File: src/pmwp_pkg.sv
package pmwp_pkg;

  // Register indices on the plain register port.
  localparam logic [1:0] PMWP_IDX_MEMPROT = 2'h0;
  localparam logic [1:0] PMWP_IDX_CODEPROT = 2'h1;
  localparam logic [1:0] PMWP_IDX_STATUS = 2'h2;
  localparam logic [1:0] PMWP_IDX_ERASE = 2'h3;

  localparam int PMWP_WORD_W = 14;

  // Memory-protection and code-protection word field positions.
  localparam int PMWP_BIT_CFG_LOCK = 9;
  localparam int PMWP_BIT_BOOT_LOCK = 8;
  localparam int PMWP_BIT_APP_LOCK = 7;
  localparam int PMWP_BIT_STOR_EN_N = 4;
  localparam int PMWP_BIT_BOOT_EN_N = 3;
  localparam int PMWP_BIT_SIZE_LO = 0;
  localparam int PMWP_BIT_STOR_LOCK = 11;
  localparam int PMWP_BIT_CODE_PROT_N = 0;

  // Bits that software may clear in each word; all others are fixed at one.
  localparam logic [13:0] PMWP_MEMPROT_IMPL = 14'h0B9F;
  localparam logic [13:0] PMWP_CODEPROT_IMPL = 14'h0001;
  localparam logic [13:0] PMWP_ERASED = 14'h3FFF;

  // Boot region sizing, in words.
  localparam logic [2:0] PMWP_SIZE_CODE_SMALL = 3'h7;
  localparam logic [15:0] PMWP_BOOT_SMALL_WORDS = 16'h0200;
  localparam logic [15:0] PMWP_BOOT_LARGE_WORDS = 16'h0400;
  localparam logic [15:0] PMWP_PROG_WORDS = 16'h0800;
  localparam logic [15:0] PMWP_STOR_WORDS = 16'h0080;

  localparam logic [13:0] PMWP_ERASE_KEY = 14'h2A55;

endpackage

File: src/pmwp_boot_size.sv
`timescale 1ns/1ps
`default_nettype none
module pmwp_boot_size
  import pmwp_pkg::*;
#(
  parameter logic [15:0] PROG_WORDS = PMWP_PROG_WORDS
) (
  // Configuration fields
  input wire logic boot_en_n_i,
  input wire logic [2:0] size_code_i,
  // Decoded size in words
  output logic [15:0] boot_words_o
);

  logic [15:0] raw_words;
  logic [15:0] half_words;

  assign half_words = PROG_WORDS >> 1;

  always_comb begin
    if (boot_en_n_i) begin
      raw_words = 16'h0000;
    end else if (size_code_i == PMWP_SIZE_CODE_SMALL) begin
      raw_words = PMWP_BOOT_SMALL_WORDS;
    end else begin
      raw_words = PMWP_BOOT_LARGE_WORDS;
    end
  end

  // Oversized codes fold silently onto the half-memory size.
  assign boot_words_o = (raw_words > half_words) ? half_words : raw_words;

endmodule
`default_nettype wire

File: src/pmwp_top.sv
// Behaviour
// - Application region self-writes blocked when its lock flag is 0.
// - Boot lock flag matters only while the boot region is enabled.
// - Boot size: disabled 0, code 111 is 512 words, else 1024.
// - Boot region never exceeds half of program memory.
// - Oversized codes give half size, silently.
// - Protection bits only clear on writes; only reset and bulk erase set them.
// - Code protect flag 0 enables protection; erased value is 1.
// - Code protection word bits 13 to 1 read as 1.
// - Memory protection word bits 13, 12, 10, 6, 5 read as 1.
// - Under code protection external accesses refused, reads return zero.
// - Internal fetches and reads are never affected.
//
// The address-and-strobe port and the placing of the registers were chosen for this implementation.
`timescale 1ns/1ps
`default_nettype none
module pmwp_top
  import pmwp_pkg::*;
#(
  parameter logic [15:0] PROG_WORDS = PMWP_PROG_WORDS,
  parameter logic [15:0] STOR_WORDS = PMWP_STOR_WORDS
) (
  // Clock, reset, enable
  input wire logic clk_i,
  input wire logic nrst_i,
  input wire logic en_i,
  // Register port
  input wire logic [1:0] reg_addr_i,
  input wire logic [13:0] reg_wdata_i,
  input wire logic reg_wr_i,
  input wire logic reg_rd_i,
  output logic [13:0] reg_rdata_o,
  // Self-write check
  input wire logic self_wr_i,
  input wire logic [15:0] self_addr_i,
  output logic self_wr_ok_o,
  output logic self_wr_blocked_o,
  // External programming port
  input wire logic ext_rd_i,
  input wire logic ext_wr_i,
  input wire logic [15:0] ext_addr_i,
  input wire logic [13:0] ext_mem_data_i,
  output logic [13:0] ext_rdata_o,
  output logic ext_wr_ok_o,
  output logic ext_refused_o,
  // Internal fetch path
  input wire logic cpu_rd_i,
  input wire logic [13:0] cpu_mem_data_i,
  output logic [13:0] cpu_rdata_o,
  // Decoded controls
  output logic [15:0] boot_words_o,
  output logic code_protect_o
);

  logic [13:0] memprot;
  logic [13:0] codeprot;
  logic [15:0] boot_words;
  logic boot_lock_eff;
  logic stor_present;
  logic [15:0] stor_base;
  logic next_self_ok;

  function automatic logic [13:0] sticky_write(input logic [13:0] cur,
      input logic [13:0] wd, input logic [13:0] impl);
    // Only implemented bits can be cleared; nothing can be set back to one.
    sticky_write = cur & (wd | ~impl);
  endfunction

  always_ff @(posedge clk_i or negedge nrst_i) begin
    if (!nrst_i) begin
      memprot <= PMWP_ERASED;
    end else if (en_i) begin
      if (reg_wr_i && reg_addr_i == PMWP_IDX_ERASE && reg_wdata_i == PMWP_ERASE_KEY) begin
        memprot <= PMWP_ERASED;
      end else if (reg_wr_i && reg_addr_i == PMWP_IDX_MEMPROT) begin
        memprot <= sticky_write(memprot, reg_wdata_i, PMWP_MEMPROT_IMPL);
      end
    end
  end

  always_ff @(posedge clk_i or negedge nrst_i) begin
    if (!nrst_i) begin
      codeprot <= PMWP_ERASED;
    end else if (en_i) begin
      if (reg_wr_i && reg_addr_i == PMWP_IDX_ERASE && reg_wdata_i == PMWP_ERASE_KEY) begin
        codeprot <= PMWP_ERASED;
      end else if (reg_wr_i && reg_addr_i == PMWP_IDX_CODEPROT) begin
        codeprot <= sticky_write(codeprot, reg_wdata_i, PMWP_CODEPROT_IMPL);
      end
    end
  end

  pmwp_boot_size #(
    .PROG_WORDS(PROG_WORDS)
  ) u_size (
    .boot_en_n_i(memprot[PMWP_BIT_BOOT_EN_N]),
    .size_code_i(memprot[PMWP_BIT_SIZE_LO +: 3]),
    .boot_words_o(boot_words)
  );

  assign boot_lock_eff = !memprot[PMWP_BIT_BOOT_EN_N] && !memprot[PMWP_BIT_BOOT_LOCK];
  assign stor_present = !memprot[PMWP_BIT_STOR_EN_N];
  assign stor_base = PROG_WORDS - STOR_WORDS;

  // Region check; the storage area only carves out words while enabled.
  always_comb begin
    next_self_ok = 1'b1;
    if (self_addr_i >= PROG_WORDS) begin
      next_self_ok = memprot[PMWP_BIT_CFG_LOCK];
    end else if (self_addr_i < boot_words) begin
      next_self_ok = !boot_lock_eff;
    end else if (stor_present && self_addr_i >= stor_base) begin
      next_self_ok = memprot[PMWP_BIT_STOR_LOCK];
    end else begin
      next_self_ok = memprot[PMWP_BIT_APP_LOCK];
    end
  end

  always_ff @(posedge clk_i or negedge nrst_i) begin
    if (!nrst_i) begin
      self_wr_ok_o <= 1'b0;
      self_wr_blocked_o <= 1'b0;
    end else if (en_i) begin
      self_wr_ok_o <= self_wr_i && next_self_ok;
      self_wr_blocked_o <= self_wr_i && !next_self_ok;
    end
  end

  // Refused reads return zeros so no protected word ever leaks.
  always_ff @(posedge clk_i or negedge nrst_i) begin
    if (!nrst_i) begin
      ext_rdata_o <= 14'h0000;
      ext_wr_ok_o <= 1'b0;
      ext_refused_o <= 1'b0;
    end else if (en_i) begin
      ext_rdata_o <= (ext_rd_i && codeprot[PMWP_BIT_CODE_PROT_N]) ? ext_mem_data_i
                                                                   : 14'h0000;
      ext_wr_ok_o <= ext_wr_i && codeprot[PMWP_BIT_CODE_PROT_N];
      ext_refused_o <= (ext_rd_i || ext_wr_i) && !codeprot[PMWP_BIT_CODE_PROT_N];
    end
  end

  always_ff @(posedge clk_i or negedge nrst_i) begin
    if (!nrst_i) begin
      cpu_rdata_o <= 14'h0000;
    end else if (en_i && cpu_rd_i) begin
      cpu_rdata_o <= cpu_mem_data_i;
    end
  end

  always_ff @(posedge clk_i or negedge nrst_i) begin
    if (!nrst_i) begin
      boot_words_o <= 16'h0000;
      code_protect_o <= 1'b0;
    end else if (en_i) begin
      boot_words_o <= boot_words;
      code_protect_o <= !codeprot[PMWP_BIT_CODE_PROT_N];
    end
  end

  always_ff @(posedge clk_i or negedge nrst_i) begin
    if (!nrst_i) begin
      reg_rdata_o <= 14'h0000;
    end else if (en_i) begin
      if (reg_rd_i) begin
        case (reg_addr_i)
          PMWP_IDX_MEMPROT: reg_rdata_o <= memprot | ~PMWP_MEMPROT_IMPL;
          PMWP_IDX_CODEPROT: reg_rdata_o <= codeprot | ~PMWP_CODEPROT_IMPL;
          PMWP_IDX_STATUS: reg_rdata_o <= {boot_lock_eff, stor_present,
                                           !codeprot[PMWP_BIT_CODE_PROT_N], 11'h000};
          default: reg_rdata_o <= 14'h0000;
        endcase
      end else begin
        reg_rdata_o <= 14'h0000;
      end
    end
  end
endmodule
`default_nettype wire

File: config.mk
export PLATFORM = sky130hd
export DESIGN_NAME = pmwp_top
export DESIGN_NICKNAME = d
export VERILOG_FILES = /design/src/pmwp_pkg.sv /design/src/pmwp_boot_size.sv /design/src/pmwp_top.sv
export SDC_FILE = /design/constraint.sdc
export NUM_CORES = 1
export LEC_CHECK = 0
export ABC_CLOCK_PERIOD_IN_PS = 3200
export BUFFER_PORTS_ARGS = -buffer_cell sky130_fd_sc_hd__buf_2
export CAP_MARGIN = 25
export CORE_UTILIZATION = 25
export DETAILED_ROUTE_END_ITERATION = 10
export PLACE_DENSITY = 0.49
export SKIP_CTS_REPAIR_TIMING = 1
export SYNTH_ARGS = -nofsm -noshare
export SYNTH_HDL_FRONTEND = slang
export SYNTH_HIERARCHICAL = 1
export SYNTH_SLANG_ARGS = --single-unit
File: constraint.sdc
create_clock -name clk_i -period 3.2 [get_ports clk_i]
set_clock_uncertainty 0.2 [all_clocks]
set_input_delay 0.48 -clock clk_i [delete_from_list [all_inputs] [get_ports clk_i]]
set_output_delay 0.48 -clock clk_i [all_outputs]
set_load 0.02 [all_outputs]
==> metrics.md <==
| Metric | Value |
|---|---|
| Synth top area share | 0.442 |
| Clock tree root driver cell | clkbuf_16 |
| Simple-gate share of the synthesized area | 0.105 |
| I/O pin count | 148 |
| Maxcap violations | 0 |
| Largest net degree at the start of global routing | 72 |
| Diode count | 0 |
| Top_reg_cell synth | dfrtp_1 |
| Routed Antenna Nets | 0 |
| RSZ-0062 raised after global routing | no |
| Maximum clock frequency | 377 MHz |
| Worst setup EP type | register |
| Max-slew violations | 0 |
| Post-route cell area | 4580 µm² |
| Worst EP arrival | 2.65 ns |
| Slew HR | 0.578 |
| Worst Path Required | 3.20 ns |
| Fin nets | 558 |
| VDD IR max | 0.336 mV |
| Worst Tran Pin Value | 0.625 ns |
| Routed wire length | 8390 µm |
| Total GRT Usage | 0.126 |
| Fin crit period | 2.65 ns |
| Lkg Pwr | 0.00223 µW |
| Hold path start | ext_mem_data_i[1] |
| Cells after Synth | 325 |
| Chip Width | 120 µm |
| Register area share after synthesis | 0.518 |
| Vias in the first global route | 2765 |
| First-pass GRT wire length | 13700 µm |
| #FFs+latches synth | 71 |
| Initial Util | 0.259 |
| CTS tree | yes |
| Xor and xnor area share after synthesis | 0 |
| Type of element launching the critical path | register |
| Leading area contributor after synthesis | dfrtp_1 |
| Post-route DRC | 0 |
| Setup_tns | 0 ns |
| Main combinational cell family by area after synthesis | compound AO/OA/AOI/OAI gates |
| Gp weighted congestion | 0.716 |
| Post-synthesis adder-cell area fraction | 0.0544 |
| Total core area | 13300 µm² |
| Post-Syn Area | 3450 µm² |
| Post-synthesis mux area share | 0.107 |
| Layout overhead on the synthesized area | 32.7% |
| Clk buf depth | 2 |
| Buffers added on ports | 131 |
| H-tree depth | 3 |
| Crit Path Class | register to register |
| Status | finished, final reports clean |
| Hold Fails Final Rpt | 0 |
| CTS Buf Count | 9 |
| Die area | 14300 µm² |
| Gr ovfl total | 0 |
| Die Height | 120 µm |
| Worst skew pair latency | 0.33 ns |
| Crit-path max FO | 4 |
| Antenna violations before repair | 0 |
| Yosys warnings | 6 |
| Synth top area cells | dfrtp_1, mux2_2, dfstp_2 |
| Post-synth EDFFs | 0 |
| FF-to-FF setup slack | 0.55 ns |
| Post-Syn Area per Cell | 10.6 µm² |
| Yosys cell types | 50 |
| Placed Area | 4220 µm² |
| Cell Pwr Density | 525 nW/µm² |
| Rows | 42 |
| Post-synth ARST share | 1.00 |
| Drt wl/cell | 13.1 µm |
| Via density | 4.32 |
| Compound-Gate Fraction of Synth Area | 0.113 |
| Clock Sinks | 71 |
| CTS clk-pin slew, worst paths | 0.06 ns |
| DRT iter0 DRCs | 138 |
| Worst Setup SP | memprot[0] |
| Share of layout cells above drive strength 1 | 0.432 |
| Via Count | 2763 |
| First-pass DRT Iterations | 4 |
| Reg-to-Reg Start | memprot[0] |
| Min-Delay Path Class | primary input to register |
| Hpwl dp | 6220 µm |
| Fin crit share | 0.828 |
| Final setup vio count | 0 |
-- worst max-delay path: stages (launching register included) --
cell,delay (ns)
dfstp_2,0.56
and4b_1,0.23
inv_1,0.05
ha_1,0.28
nand4_1,0.11
or2_4,0.26
or4_4,0.54
a31oi_1,0.18
o22ai_1,0.10
-- power breakdown --
group / total, µW / switching (µW) / internal [µW]
clock: 1050 / 359 / 688
sequential: 987 / 28.4 / 959
combinational: 369 / 214 / 155
total: 2400 / 602 / 1800
-- state kept, by name, indices dropped and copies added (netlist names) --
name,count
self_wr_ok_o,1
memprot,9
self_wr_blocked_o,1
boot_words_o,16
code_protect_o,1
cpu_rdata_o,14
reg_rdata_o,12
ext_refused_o,1
ext_wr_ok_o,1
codeprot,1
ext_rdata_o,14
-- routing by layer --
metal,share of wire,global-route usage
met4,0.013,0.0484
met1,0.44,0.153
met2,0.47,0.199
met3,0.077,0.0509
met5,0,0
-- worst paths after layout --
path | to | cells past startpoint
min | ext_rdata_o[1] | 3
max reg2reg | self_wr_ok_o | 8
max in group asynchronous | memprot[11] | 3
max | self_wr_ok_o | 8
min in group asynchronous | boot_words_o[10] | 2
min reg2reg | memprot[9] | 2
-- cell type report --
class                   instances  area [µm²]
multi-input cells             195        1360
inverters                      45         169
clock buffers                  14         284
fillers                      1434        8770
repair buffers                136         718
well taps                     176         220
flip-flops and latches         71        1790
clock inverters                 2        37.5
-- cells in the mapped netlist, drive strengths merged (4+ instances only) --
master and instances:
dfrtp 61, inv 45, mux2 31, o21ai 31
nand2 30, buf 19, ha 15, nor2 13
dfstp 10, o22ai 10, clkbuf 8, a21oi 5
nand3 4, nand4 4
-- stage by stage --
step | util | hold slack (ns) | std cells | setup WS [ns] | total power, µW
2_1_floorplan | - | -0.0156 | 338 | 0.733 | 1220
3_3_place_gp | 0.316 | 0.284 | 621 | 0.568 | 1370
3_5_place_dp | 0.316 | 0.284 | 621 | 0.558 | 1370
4_1_cts | 0.340 | 0.121 | 637 | 0.532 | 2450
5_1_grt | 0.343 | 0.144 | 639 | 0.473 | 2530
6_report | 0.343 | 0.150 | 639 | 0.550 | 2400
-- logic make-up after synthesis --
logic type / after synthesis
buffers and inverters: 72
and+or+nand+nor: 70
DFF: 71
AOI/OAI and AO/OA: 63
other: 1
adders and majority gates: 15
muxes: 33
-- cells in the final DEF, fill, tap and decap left out, types with 3 or more instances in the layout --
cell / synthesis / routed
mux2_2: 31 / 31
nand3_1: 4 / 4
buf_2: 1 / 130
buf_4: 16 / 4
clkbuf_8: 1 / 4
dfrtp_1: 61 / 61
o22ai_1: 9 / 9
nand4_1: 3 / 3
nand2_1: 30 / 30
conb_1: 1 / 14
ha_1: 15 / 15
a21oi_1: 5 / 5
clkbuf_16: 0 / 9
a31oi_1: 3 / 3
inv_1: 45 / 45
nor2_1: 13 / 13
dfstp_2: 10 / 10
o21ai_0: 31 / 31
Note: power is estimated with default switching activity, not from simulation.
